===== src/fbm_pkg.sv =====
// fieldbus master controller: shared constants, types and register map
// assumes one 25 MHz clock domain for bus, frame transmit and receive
`default_nettype none

package fbm_pkg;

    // ========================================================
    // frame layout (byte positions within an outgoing frame)
    localparam logic [15:0] ETH_TYPE_FB = 16'h88a4;
    localparam logic [3:0] FB_HDR_TYPE = 4'h1;
    localparam logic [47:0] MAC_DST = 48'hffffffffffff;
    localparam logic [47:0] MAC_SRC = 48'h020000000001; // arbitrary value
    localparam logic [5:0] POS_SRC = 6'h06;
    localparam logic [5:0] POS_TYPE = 6'h0c;
    localparam logic [5:0] POS_FBH = 6'h0e;
    localparam logic [5:0] POS_CMD = 6'h10;
    localparam logic [5:0] POS_ADP = 6'h12;
    localparam logic [5:0] POS_ADO = 6'h14;
    localparam logic [5:0] POS_LEN = 6'h16;
    localparam logic [5:0] POS_DATA = 6'h1a;
    localparam logic [5:0] POS_MAX = 6'h3f;
    localparam logic [10:0] TEL_HDR_LEN = 11'h00a;
    localparam logic [10:0] WKC_LEN = 11'h002;
    localparam logic [2:0] LEN_MAX = 3'h4;

    // ========================================================
    // own register offsets (byte addresses on the bus)
    localparam logic [7:0] REG_CTRL = 8'h00;
    localparam logic [7:0] REG_SVC = 8'h04;
    localparam logic [7:0] REG_ADDR = 8'h08;
    localparam logic [7:0] REG_NODE = 8'h0c;
    localparam logic [7:0] REG_LEN = 8'h10;
    localparam logic [7:0] REG_WDATA = 8'h14;
    localparam logic [7:0] REG_RDATA = 8'h18;
    localparam logic [7:0] REG_WKC = 8'h1c;
    localparam logic [7:0] REG_STATUS = 8'h20;
    localparam logic [7:0] REG_ESM = 8'h24;
    localparam logic [7:0] REG_ASSIGN = 8'h28;
    localparam logic [7:0] REG_MAPSEL = 8'h2c;
    localparam int CTRL_START = 0;
    localparam int ST_BUSY = 0;
    localparam int ST_DONE = 1;
    localparam int ST_REFUSED = 2;
    localparam int ST_WKC_ZERO = 3;

    // ========================================================
    // object directory indices seen by the master
    localparam logic [15:0] OBJ_DEVICE_TYPE = 16'h1000;
    localparam logic [15:0] OBJ_TXMAP_FIRST = 16'h1a00;
    localparam logic [15:0] OBJ_TXMAP_LAST = 16'h1a27;
    localparam logic [15:0] OBJ_TX_ASSIGN = 16'h1c13;
    localparam logic [15:0] OBJ_MEAS_ENABLE = 16'h21b0;

    // ========================================================
    // types
    typedef enum logic [7:0] {
        SVC_APRD = 8'h01, SVC_APWR = 8'h02, SVC_APRW = 8'h03,
        SVC_FPRD = 8'h04, SVC_FPWR = 8'h05, SVC_FPRW = 8'h06,
        SVC_BRD = 8'h07, SVC_BWR = 8'h08, SVC_LRD = 8'h0a,
        SVC_LWR = 8'h0b, SVC_LRW = 8'h0c, SVC_ARMW = 8'h0d,
        SVC_FRMW = 8'h0e
    } fbm_svc_e;

    typedef enum logic [1:0] {
        FSM_IDLE = 2'h0, FSM_SEND = 2'h1, FSM_WAIT = 2'h3, FSM_DONE = 2'h2
    } fbm_fsm_e;

    typedef enum logic [3:0] {
        ESM_INIT = 4'h1, ESM_PREOP = 4'h2, ESM_SAFEOP = 4'h4, ESM_OP = 4'h8
    } fbm_esm_e;

    typedef struct packed {
        logic psel;
        logic penable;
        logic pwrite;
        logic [7:0] paddr;
        logic [31:0] pwdata;
    } fbm_apb_req_s;

    typedef struct packed {
        logic [31:0] prdata;
        logic pready;
        logic pslverr;
    } fbm_apb_rsp_s;

    typedef struct packed {
        logic [7:0] data;
        logic valid;
        logic last;
    } fbm_byte_s;

    typedef struct packed {
        logic [7:0] svc;
        logic [7:0] idx;
        logic [15:0] adp;
        logic [15:0] ado;
        logic [2:0] len;
        logic [31:0] wdata;
    } fbm_tel_s;

    // mapping entry: index 31..16, subindex 15..8, length in bits 7..0
    typedef struct packed {
        logic [15:0] index;
        logic [7:0] sub;
        logic [7:0] bits;
    } fbm_map_s;

endpackage : fbm_pkg

`default_nettype wire


===== src/fbm_tx_byte.sv =====
// fieldbus master: byte picker for one outgoing single-telegram frame
// assumes the caller walks i_pos from zero and registers the result
`default_nettype none

module fbm_tx_byte
    import fbm_pkg::*;
(
    input wire logic [5:0] i_pos,
    input wire fbm_tel_s i_tel,
    output logic [7:0] o_byte,
    output logic o_last
);

    // ========================================================
    // helpers
    function automatic logic [7:0] mac_byte(input logic [47:0] m,
                                            input logic [2:0] k);
        logic [5:0] b;
        b = 6'(6'h2f - {k, 3'h0});
        return m[b -: 8];
    endfunction : mac_byte

    logic [10:0] tlen;
    logic [5:0] rel;
    logic [5:0] data_end;

    assign tlen = TEL_HDR_LEN + 11'(i_tel.len) + WKC_LEN;
    assign rel = i_pos - POS_DATA;
    assign data_end = POS_DATA + 6'(i_tel.len);

    // ========================================================
    // frame byte selection; telegram fields go out low byte first
    always_comb begin
        o_last = (i_pos == data_end + 6'h01);
        o_byte = 8'h00;
        if (i_pos < POS_SRC) begin
            o_byte = mac_byte(MAC_DST, i_pos[2:0]);
        end else if (i_pos < POS_TYPE) begin
            o_byte = mac_byte(MAC_SRC, 3'(i_pos - POS_SRC));
        end else if (i_pos == POS_TYPE) begin
            o_byte = ETH_TYPE_FB[15:8];
        end else if (i_pos == POS_TYPE + 6'h01) begin
            o_byte = ETH_TYPE_FB[7:0];
        end else if (i_pos == POS_FBH) begin
            o_byte = tlen[7:0];
        end else if (i_pos == POS_FBH + 6'h01) begin
            o_byte = {FB_HDR_TYPE, 1'b0, tlen[10:8]};
        end else if (i_pos == POS_CMD) begin
            o_byte = i_tel.svc;
        end else if (i_pos == POS_CMD + 6'h01) begin
            o_byte = i_tel.idx;
        end else if (i_pos == POS_ADP) begin
            o_byte = i_tel.adp[7:0];
        end else if (i_pos == POS_ADP + 6'h01) begin
            o_byte = i_tel.adp[15:8];
        end else if (i_pos == POS_ADO) begin
            o_byte = i_tel.ado[7:0];
        end else if (i_pos == POS_ADO + 6'h01) begin
            o_byte = i_tel.ado[15:8];
        end else if (i_pos == POS_LEN) begin
            o_byte = {5'h00, i_tel.len};
        end else if (i_pos >= POS_DATA && i_pos < data_end) begin
            o_byte = i_tel.wdata[{rel[1:0], 3'h0} +: 8];
        end
        // header tail, interrupt word and working counter go out as zero
    end

endmodule : fbm_tx_byte

`default_nettype wire


===== src/fbm_rx_parse.sv =====
// fieldbus master: parser for the returning single-telegram frame
// assumes the receive byte stream runs on the controller clock
`default_nettype none

module fbm_rx_parse
    import fbm_pkg::*;
(
    input wire logic i_clk_sys,
    input wire logic i_rst_n,
    input wire logic i_ce,
    input wire fbm_byte_s i_rx,
    input wire logic [2:0] i_len,
    output logic o_done,
    output logic o_type_ok,
    output logic [31:0] o_rdata,
    output logic [15:0] o_wkc
);

    typedef struct packed {
        logic [5:0] pos;
        logic hi_ok;
        logic type_ok;
        logic [31:0] rdata;
        logic [15:0] wkc;
        logic done;
    } fbm_rx_st_s;

    fbm_rx_st_s s_q;
    fbm_rx_st_s s_d;
    logic [5:0] rel;
    logic [5:0] data_end;

    assign rel = s_q.pos - POS_DATA;
    assign data_end = POS_DATA + 6'(i_len);

    // ========================================================
    // byte walk; frames of another type never raise type_ok
    always_comb begin
        s_d = s_q;
        s_d.done = 1'b0;
        if (i_rx.valid) begin
            if (s_q.pos == POS_TYPE) begin
                s_d.hi_ok = (i_rx.data == ETH_TYPE_FB[15:8]);
            end else if (s_q.pos == POS_TYPE + 6'h01) begin
                s_d.type_ok = s_q.hi_ok
                    && (i_rx.data == ETH_TYPE_FB[7:0]);
            end else if (s_q.pos >= POS_DATA && s_q.pos < data_end) begin
                s_d.rdata[{rel[1:0], 3'h0} +: 8] = i_rx.data;
            end else if (s_q.pos == data_end) begin
                s_d.wkc[7:0] = i_rx.data;
            end else if (s_q.pos == data_end + 6'h01) begin
                s_d.wkc[15:8] = i_rx.data;
            end
            // saturate so an overlong frame cannot wrap into the header
            if (s_q.pos != POS_MAX) begin
                s_d.pos = s_q.pos + 6'h01;
            end
            if (i_rx.last) begin
                s_d.done = 1'b1;
                s_d.pos = 6'h00;
                s_d.hi_ok = 1'b0;
            end
        end
        if (s_q.done) begin
            s_d.type_ok = 1'b0;
        end
    end

    always_ff @(posedge i_clk_sys or negedge i_rst_n) begin
        if (!i_rst_n) begin
            s_q <= '0;
        end else if (i_ce) begin
            s_q <= s_d;
        end
    end

    assign o_done = s_q.done;
    assign o_type_ok = s_q.type_ok;
    assign o_rdata = s_q.rdata;
    assign o_wkc = s_q.wkc;

endmodule : fbm_rx_parse

`default_nettype wire


===== src/fbm_master_ctl.sv =====
// fieldbus master controller: software issues one telegram per frame
// through an APB register block, sees returned data and working counter
// assumes the MAC accepts bytes with valid/ready and adds preamble/FCS
//
// Chosen here: the APB interface to the registers.
`default_nettype none

module fbm_master_ctl
    import fbm_pkg::*;
(
    input wire logic i_clk_sys,
    input wire logic i_rst_n,
    input wire logic i_ce,
    input wire fbm_apb_req_s i_apb,
    output var fbm_apb_rsp_s o_apb,
    output var fbm_byte_s o_tx,
    input wire logic i_tx_ready,
    input wire fbm_byte_s i_rx
);

    // ========================================================
    // state record
    typedef struct packed {
        fbm_fsm_e fsm;
        fbm_apb_rsp_s rsp;
        fbm_byte_s tx;

        logic [5:0] pos;

        fbm_tel_s cfg;
        fbm_tel_s tel;

        logic [15:0] node;
        logic [31:0] rdata;
        logic [15:0] wkc;
        logic done;
        logic refused;

        fbm_esm_e esm;
        logic [15:0] assign_idx;
        fbm_map_s map;
    } fbm_ctl_st_s;

    fbm_ctl_st_s s_q;
    fbm_ctl_st_s s_d;

    // picker and parser results
    logic [7:0] tx_byte;
    logic tx_last;
    logic rx_done;
    logic rx_type_ok;
    logic [31:0] rx_rdata;
    logic [15:0] rx_wkc;

    // ========================================================
    // decode helpers
    // aligned words only
    function automatic logic is_mapped(input logic [7:0] a);
        if (a == REG_CTRL) return 1'b1;
        else if (a == REG_SVC) return 1'b1;
        else if (a == REG_ADDR) return 1'b1;
        else if (a == REG_NODE) return 1'b1;
        else if (a == REG_LEN) return 1'b1;
        else if (a == REG_WDATA) return 1'b1;
        else if (a == REG_RDATA) return 1'b1;
        else if (a == REG_WKC) return 1'b1;
        else if (a == REG_STATUS) return 1'b1;
        else if (a == REG_ESM) return 1'b1;
        else if (a == REG_ASSIGN) return 1'b1;
        else if (a == REG_MAPSEL) return 1'b1;
        else return 1'b0;
    endfunction : is_mapped

    // logical services move process data
    function automatic logic is_logical(input logic [7:0] svc);
        return svc == SVC_LRD || svc == SVC_LWR || svc == SVC_LRW;
    endfunction : is_logical

    // fixed-address services take the node address
    function automatic logic is_fixed(input logic [7:0] svc);
        return svc == SVC_FPRD || svc == SVC_FPWR
            || svc == SVC_FPRW || svc == SVC_FRMW;
    endfunction : is_fixed

    // ========================================================
    // frame byte picker and return-frame parser
    fbm_tx_byte u_tx_byte (
        .i_pos (s_q.pos),
        .i_tel (s_q.tel),
        .o_byte (tx_byte),
        .o_last (tx_last)
    );

    // parser runs always; the wait state picks
    fbm_rx_parse u_rx_parse (
        .i_clk_sys (i_clk_sys),
        .i_rst_n (i_rst_n),
        .i_ce (i_ce),
        .i_rx (i_rx),
        .i_len (s_q.tel.len),
        .o_done (rx_done),
        .o_type_ok (rx_type_ok),
        .o_rdata (rx_rdata),
        .o_wkc (rx_wkc)
    );

    // ========================================================
    // next-state logic: bus slave, then registers, then sequencer
    // comb block helpers
    logic wr;
    logic start;
    logic [31:0] rd_val;
    logic [31:0] st_word;

    always_comb begin
        s_d = s_q;

        start = 1'b0;
        wr = i_apb.psel && i_apb.penable && i_apb.pwrite && s_q.rsp.pready;

        // status word for reads
        st_word = '0;
        st_word[ST_BUSY] = (s_q.fsm != FSM_IDLE);
        st_word[ST_DONE] = s_q.done;
        st_word[ST_REFUSED] = s_q.refused;
        st_word[ST_WKC_ZERO] = (s_q.wkc == 16'h0000);

        // read mux, sampled in the setup cycle
        rd_val = '0;
        if (i_apb.paddr == REG_SVC) begin
            rd_val = {16'h0000, s_q.cfg.idx, s_q.cfg.svc};
        end else if (i_apb.paddr == REG_ADDR) begin
            rd_val = {s_q.cfg.ado, s_q.cfg.adp};
        end else if (i_apb.paddr == REG_NODE) begin
            rd_val = {16'h0000, s_q.node};
        end else if (i_apb.paddr == REG_LEN) begin
            rd_val = {29'h0, s_q.cfg.len};
        end else if (i_apb.paddr == REG_WDATA) begin
            rd_val = s_q.cfg.wdata;
        end else if (i_apb.paddr == REG_RDATA) begin
            rd_val = s_q.rdata;
        end else if (i_apb.paddr == REG_WKC) begin
            rd_val = {16'h0000, s_q.wkc};
        end else if (i_apb.paddr == REG_STATUS) begin
            rd_val = st_word;
        end else if (i_apb.paddr == REG_ESM) begin
            rd_val = {28'h0, s_q.esm};
        end else if (i_apb.paddr == REG_ASSIGN) begin
            rd_val = {16'h0000, s_q.assign_idx};
        end else if (i_apb.paddr == REG_MAPSEL) begin
            rd_val = s_q.map;
        end

        // zero-wait slave: ready registered from the setup cycle
        s_d.rsp.pready = i_apb.psel && !i_apb.penable;
        // error stands beside ready only
        s_d.rsp.pslverr = 1'b0;
        if (i_apb.psel && !i_apb.penable) begin
            s_d.rsp.prdata = i_apb.pwrite ? 32'h0 : rd_val;
            s_d.rsp.pslverr = !is_mapped(i_apb.paddr);
        end

        // register writes take effect in the access phase only
        if (wr) begin
            if (i_apb.paddr == REG_CTRL) begin
                // pulse; ignored unless idle
                start = i_apb.pwdata[CTRL_START];
            end else if (i_apb.paddr == REG_SVC) begin
                s_d.cfg.svc = i_apb.pwdata[7:0];
                s_d.cfg.idx = i_apb.pwdata[15:8];
            end else if (i_apb.paddr == REG_ADDR) begin
                s_d.cfg.adp = i_apb.pwdata[15:0];
                s_d.cfg.ado = i_apb.pwdata[31:16];
            end else if (i_apb.paddr == REG_NODE) begin
                s_d.node = i_apb.pwdata[15:0];
            end else if (i_apb.paddr == REG_LEN) begin
                // the single-word data area caps the telegram length
                s_d.cfg.len = (i_apb.pwdata[31:0] > 32'(LEN_MAX))
                    ? LEN_MAX : i_apb.pwdata[2:0];
            end else if (i_apb.paddr == REG_WDATA) begin
                s_d.cfg.wdata = i_apb.pwdata;
            end else if (i_apb.paddr == REG_STATUS) begin
                // W1C; a set in the same cycle wins
                if (i_apb.pwdata[ST_DONE]) s_d.done = 1'b0;
                if (i_apb.pwdata[ST_REFUSED]) s_d.refused = 1'b0;
            end else if (i_apb.paddr == REG_ESM) begin
                // software owns this view
                s_d.esm = fbm_esm_e'(i_apb.pwdata[3:0]);
            end else if (i_apb.paddr == REG_ASSIGN) begin
                if (s_q.esm == ESM_PREOP) begin
                    s_d.assign_idx = i_apb.pwdata[15:0];
                end else begin
                    s_d.refused = 1'b1;
                end
            end else if (i_apb.paddr == REG_MAPSEL) begin
                // mapping objects are never targeted directly
                if (i_apb.pwdata[31:16] >= OBJ_TXMAP_FIRST
                        && i_apb.pwdata[31:16] <= OBJ_TXMAP_LAST) begin
                    s_d.refused = 1'b1;
                end else begin
                    s_d.map = i_apb.pwdata;
                end
            end
        end

        // telegram sequencer
        case (s_q.fsm)
            FSM_IDLE: begin
                if (start) begin
                    // process data only once inputs are exchanged
                    if (is_logical(s_q.cfg.svc) && s_q.esm != ESM_SAFEOP
                            && s_q.esm != ESM_OP) begin
                        s_d.refused = 1'b1;
                    end else begin
                        s_d.tel = s_q.cfg;
                        if (is_fixed(s_q.cfg.svc)) begin
                            s_d.tel.adp = s_q.node;
                        end
                        // walk from byte zero
                        s_d.pos = '0;
                        s_d.fsm = FSM_SEND;
                    end
                end
            end
            FSM_SEND: begin
                if (s_q.tx.valid && i_tx_ready && s_q.tx.last) begin
                    // stream released
                    s_d.tx.valid = 1'b0;
                    s_d.tx.last = 1'b0;
                    s_d.fsm = FSM_WAIT;
                end else if (!s_q.tx.valid || i_tx_ready) begin
                    // stream stalls on ready; byte held until taken
                    s_d.tx.data = tx_byte;
                    s_d.tx.valid = 1'b1;
                    s_d.tx.last = tx_last;
                    s_d.pos = s_q.pos + 6'h01;
                end
            end
            FSM_WAIT: begin
                // foreign frames are skipped; the wait has no timeout
                if (rx_done && rx_type_ok) begin
                    // latched as slaves left them
                    s_d.rdata = rx_rdata;
                    s_d.wkc = rx_wkc;
                    s_d.done = 1'b1;
                    s_d.fsm = FSM_DONE;
                end
            end
            FSM_DONE: begin
                // busy drops next cycle
                s_d.fsm = FSM_IDLE;
            end
            default: begin
                // corrupted state
                s_d.fsm = FSM_IDLE;
            end
        endcase
    end

    // ========================================================
    // state register; clock enable low freezes everything
    always_ff @(posedge i_clk_sys or negedge i_rst_n) begin
        if (!i_rst_n) begin
            s_q <= '0;
            // values software reads first
            s_q.fsm <= FSM_IDLE;
            s_q.esm <= ESM_INIT; // slave comes up in Initialization
            s_q.cfg.len <= LEN_MAX;
        end else if (i_ce) begin
            s_q <= s_d;
        end
    end

    // outputs straight from flops
    assign o_apb = s_q.rsp;
    assign o_tx = s_q.tx;

endmodule : fbm_master_ctl

`default_nettype wire


===== config.mk =====
export PLATFORM = sky130hd
export DESIGN_NAME = fbm_master_ctl
export DESIGN_NICKNAME = d
export VERILOG_FILES = /design/src/fbm_pkg.sv /design/src/fbm_tx_byte.sv /design/src/fbm_rx_parse.sv /design/src/fbm_master_ctl.sv
export SDC_FILE = /design/constraint.sdc
export NUM_CORES = 1
export LEC_CHECK = 0
export ABC_AREA = 1
export BUFFER_PORTS_ARGS = -buffer_cell sky130_fd_sc_hd__clkbuf_2
export CORE_MARGIN = 2
export CORE_UTILIZATION = 50
export DETAILED_ROUTE_END_ITERATION = 16
export MAX_ROUTING_LAYER = met4
export PLACE_DENSITY = 0.67
export REMOVE_ABC_BUFFERS = 1
export SYNTH_ARGS = -nofsm -noshare
export SYNTH_HDL_FRONTEND = slang
export SYNTH_SLANG_ARGS = --single-unit

===== constraint.sdc =====
create_clock -name i_clk_sys -period 2.95 [get_ports i_clk_sys]
set_input_delay 0.59 -clock i_clk_sys [delete_from_list [all_inputs] [get_ports i_clk_sys]]
set_output_delay 0.59 -clock i_clk_sys [all_outputs]
set_load 0.01 [all_outputs]

After elaboration in Yosys (flattened, before gate mapping)

Index checks and enable logic that the tools add are counted.

Add/subtract/negate cells: 12
$lt $le $gt $ge: 9
Equal/unequal tests: 50
Shift operators: 5
Muxes and demuxes: 99
Bitwise operators: 16
Reduce and logical (&&, ||, !) cells: 53

Operators by type and width:

| kind                    | count |
|---|---|
| $mux 32                 | 16 |
| $mux 54                 | 7 |
| $mux 8                  | 18 |
| $shiftx 55x7->8 const A | 2 |
| $mux 48                 | 2 |
| $mux 16                 | 4 |
| $mux 52                 | 1 |
| $mux 50                 | 1 |
| $mux 49                 | 1 |
| $eq 8x4->1 const B      | 6 |
| $eq 6x5->1 const B      | 7 |
| $eq 6x4->1 const B      | 6 |
| $mux 1                  | 34 |
| $bwmux 32               | 1 |
| $eq 8x3->1 const B      | 4 |
| $eq 8x5->1 const B      | 4 |
| $eq 8x6->1 const B      | 4 |
| $gt 32x3->1 const B     | 1 |
| $shift 8x7->32 const A  | 1 |
| $shiftx 32x6->8         | 1 |
| $shiftx 8x7->32         | 1 |
| $mux 6                  | 4 |
| $add 6x1->6 const B     | 3 |
| $eq 6x6->1              | 3 |
| 46 further kinds        | 112 |

Bits in registers: 393
Output and inout port bits: 44
Word-level logic and storage cells: 281

Depth between registers and ports, before layout

Word-level depth: 17
Gate-level depth with buffers: 21

Hierarchy

Synthesis repeated with hierarchy kept, for this count alone.

Cells, all modules: 2435
Area, all modules: 20455.9 um2

By module, submodules not included:

| module         | instances | cells each | area each (um2) | sequential area each (um2) |
|---|---|---|---|---|
| fbm_master_ctl | 1         | 1721       | 15523.6         | 8410.6 |
| fbm_rx_parse   | 1         | 447        | 3508.4          | 1426.4 |
| fbm_tx_byte    | 1         | 267        | 1423.9          | 0.0 |

Least setup slack after synthesis

No wires, ideal clock.

Path type: reg2reg
From: register s_q[151] (netlist name)
To: register with a tool-made name
Setup time: 0.083 ns
Arrival: 2.474 ns
Data required time: 2.867 ns
Path slack: 0.394 ns
Stages on the path, launching flop included: 14
Buffers on the path: 1
Period minus slack after synthesis: 2.556 ns
Path through: dfrtp_1 inv_1 ha_1 ha_1 nand2_1 nor2_1 o21ai_0 inv_1 nor4_2 nand4_1 nor2_1 buf_2 nand3_1 o21ai_0

RTL lines:

| what            | RTL line             | RTL |
|---|---|---|
| start, declared | fbm_master_ctl.sv:44 | `fbm_ctl_st_s s_q;` |

Worst setup path in the final report

From: register s_q[151] (netlist name)
To: register u_rx_parse.s_q (netlist bit u_rx_parse.o_wkc[12])

Cells in the longest elaborated chain, start to end: 5

RTL lines:

| what                                                                | RTL line           | RTL |
|---|---|---|
| $add 5x3->6 *                                                       | fbm_rx_parse.sv:34 | `assign data_end = POS_DATA + 6'(i_len);` |
| parallel branches: the longest is 3 deep, another holds $add 6x1->6 | n/a                |  |
| $reduce_and 7->1 (no line) *                                        | n/a                |  |
| end signal, assigned                                                | fbm_rx_parse.sv:71 | `s_q <= '0;` |
| end signal, assigned                                                | fbm_rx_parse.sv:73 | `s_q <= s_d;` |
| end, declared                                                       | fbm_rx_parse.sv:28 | `fbm_rx_st_s s_q;` |

Mark *: on every way between the ends.
A chain may end at the register's enable or synchronous reset.

==> metrics <==
critical path class=reg2reg; adder-cell share of the synthesized area=approximately 2.1%; setup TNS=0 ps; mux cell area share after synthesis=roughly 1.2%; Final nets=2453; most used cell, CP=buf_4; dpl ws=-220 ps; clk_lat worst skew=roughly 570 ps; vias in the first global route=15083; Comb pwr share=around a fifth; YS warnings=0; Pint=slightly above 10 mW; initial DRC count=1560; Lkg Pwr=10.6 nW; Final Setup Violations=0; R2R setup slack=110 ps; Root Buffer=clkbuf_16; CP top delay family=adder cells; largest family of logic cells by synthesized area=simple AND/OR/NAND/NOR gates; Post-Synth XOR/XNOR Area=less than 1%; Layout area overhead=12.8%; initial antenna violation count=0; Crit path depth=10; routed vias/inst=5.47; clock tree sinks=around 390; multi-input logic area=7400 um^2; Routed Antenna Nets=0; sequential share of power=~44%; Placer Congestion=between 0.9 and 1; design area=around 21000 um^2; period utilisation layout=96.2%; largest net degree at the start of global routing=between 80 and 90; placed insts=2827; HP Start=i_apb[10]; CP max-delay cell=fa_1; Post-Synthesis Cells=2287; Setup Skew=19.8 ps; Final HPWL DP=~42000 um; Hold Crit Endpoint=s_q[270]; final worst slack=about 110 ps; Detailed Routing Iterations Pass 1=5; layout cells sized above 1=12.4%; Req. time, crit path=approximately 3400 ps; PwrDens=~700 nW/um^2; RR Startpoint=s_q[151]; fraction of registers with async set or reset after synthesis=between 90% and 100%; slowest stage delay, CP=720 ps; synth unique cells=51; clock buffer count from CTS=43; routed wire length=56900 um; compound-cell area share of the yosys netlist=15.8%; Antenna Cells=0; Yosys reg bits=between 300 and 400; Hold Crit Depth=3; core area=approximately 37000 um^2; WP data arrival=3280 ps; H-Tree Depth=2; io pins=just over 100; DIE HEIGHT=199 um; fin util=57.0%; Slew @ Worst Pin=719 ps; clock buffer depth=3; die width=199 um; Worst Reg2Reg Path Length in Cells=10; FF/Latch Area=9840 um^2; DRC=0; CP bufs+invs=4; Row Count=between 70 and 80; first-pass GRT wire length=89300 um; Hold WS=between 200 and 300 ps; Placed Area=19900 um^2; initial core utilization=between 50 and 60%; clock share of power=35.8%; simple-gate portion of the synthesized area=19.5%; Mapped Area=18900 um^2; Synth area leader=dfrtp_1; Final Hold Viols=0; Max-Slew Margin vs Limit=52.1%; Final Power=15.0 mW; Worst setup EP type=flop; Post-synth EDFFs=0; CP max FO=16; fill count=~3500; Critical Path, Cell by Cell=clkinvlp_4, buf_4, buf_4, fa_1, o22ai_1, a2111oi_1, nand2_1, buf_4, nand2_1, o21ai_0; clock slew at reported path FFs=60 ps; Synth Area per Inst=8.28 um^2; non-filler cells, final=2910; leading cell type in the layout, fill and taps excluded=nand2_1; minimum clock period=between 2000 and 3000 ps; Synth area leaders=dfrtp_1, nand2_1, o21ai_0, inv_1, a21oi_1; Buffers on Ports=100; Avg WL per Cell=19.5 um; VDD IR max=about 0.43 mV; Max Slew Vio Count=0; Net Sw Frac=roughly 32%; Max Freq=between 300 and 400 MHz; die area=slightly below 40000 um^2; sw power=around 4.8 mW; reg2reg end=u_rx_parse.o_wkc[12]; startpoint types=flop; total gr overflow=0; Max-cap violations=0; hold crit path type=in2reg; clock tree from TritonCTS=built; leading cell types in the layout, fill and taps excluded=nand2_1, dfrtp_1, o21ai_0, inv_1, nor2_1; via count=15925; Top FF cell, synth=dfrtp_1; share of the synthesized area in the top cell type=51.7%; post-synthesis sequential area ratio=51.9%; outcome=complete, no violations; Overall Global Routing Usage=30.8%
## Yosys cell counts (3+ instances only)
master / n
clkinv_1: 3
o21ai_2: 12
inv_2: 10
nor3_1: 21
ha_1: 30
nor3_2: 3
nand3_1: 77
a221oi_1: 15
mux2i_1: 19
buf_6: 6
xor2_1: 6
nor2_1: 109
nand3_2: 3
nand2_1: 632
o22ai_1: 4
o2111ai_1: 4
dfrtp_1: 391
nor4_1: 9
or2_2: 3
o21ai_1: 22
clkbuf_1: 53
inv_1: 232
o21ai_0: 346
a22o_1: 13
mux2_2: 4
buf_2: 28
nand4_1: 31
a21oi_1: 104
o211ai_1: 18
buf_1: 3
buf_4: 51
## final cells by class
class / count / share of cell area [%]
well taps: 511 / 2.99
repair buffers: 175 / 5.39
clock buffers: 66 / 6.10
multi-input cells: 1507 / 34.6
flip-flops and latches: 393 / 46.0
clock inverters: 13 / 0.527
inverters: 245 / 4.32
## worst max-delay path by stage
stage,end,slack (ps),from
5_1_grt,flop,-10,s_q[151]
3_5_place_dp,o_tx[8],-220,s_q[151]
2_1_floorplan,s_q[288],-590,i_apb[39]
3_3_place_gp,o_tx[8],-150,s_q[151]
6_report,u_rx_parse.o_wkc[12],110,s_q[151]
4_1_cts,o_tx[8],30,s_q[151]
## timing repair
action / in CTS / in global routing
endpoints found under the setup margin: 38 / 38
hold buffers: 1 / 0
resized for setup: 3 / 7
buffers inserted: 0 / 3
pin swaps: 0 / 1
endpoints found under the hold margin: 16 / 0
## worst register-to-register path, stage by stage, from the launching register on
cell and delay [ps]:
dfrtp_2 510, clkinvlp_4 190, buf_4 170, buf_4 140, fa_1 720, o22ai_1 140, a2111oi_1 400, nand2_1 110
buf_4 200, nand2_1 70, o21ai_0 70
## per-layer routing
layer / up-vias / share of wire (%) / GRT usage, %
met5: - / 0 / -
met4: 0 / 3.2 / 10.3
met3: 99 / 6.4 / 4.56
met2: 536 / 44 / 45.3
met1: 7680 / 46 / 43.8
li1: 7610 / - / -
## registers in the layout (all words and copies together) (netlist names), named ones only
| name | count |
|---|---|
| o_tx | 10 |
| o_apb | 34 |
| u_rx_parse.o_type_ok | 1 |
| u_rx_parse.o_wkc | 16 |
| u_rx_parse.s_q | 7 |
| u_rx_parse.o_done | 1 |
| s_q | 292 |
## power by group through the flow
stage / Clock, mW / Sequential, mW / Combinational, mW
detailed placement: 0 / 6.74 / 2.95
finish: 5.37 / 6.67 / 2.98
floorplan: 0 / 6.61 / 1.77
global route: 5.67 / 6.74 / 3.40
global placement: 0 / 6.73 / 2.90
CTS: 5.44 / 6.65 / 2.97
## cell families (layout without fill, tap and decap cells)
group | count (synthesis) | after routing
AO/OA/AOI/OAI | 548 | 548
XOR/XNOR | 6 | 6
adder cells (fa/ha/maj) | 31 | 31
buffers and inverters | 387 | 499
flip-flops | 393 | 393
multiplexers | 23 | 23
AND/OR/NAND/NOR | 899 | 899
Note: power is estimated with default switching activity, not from simulation.
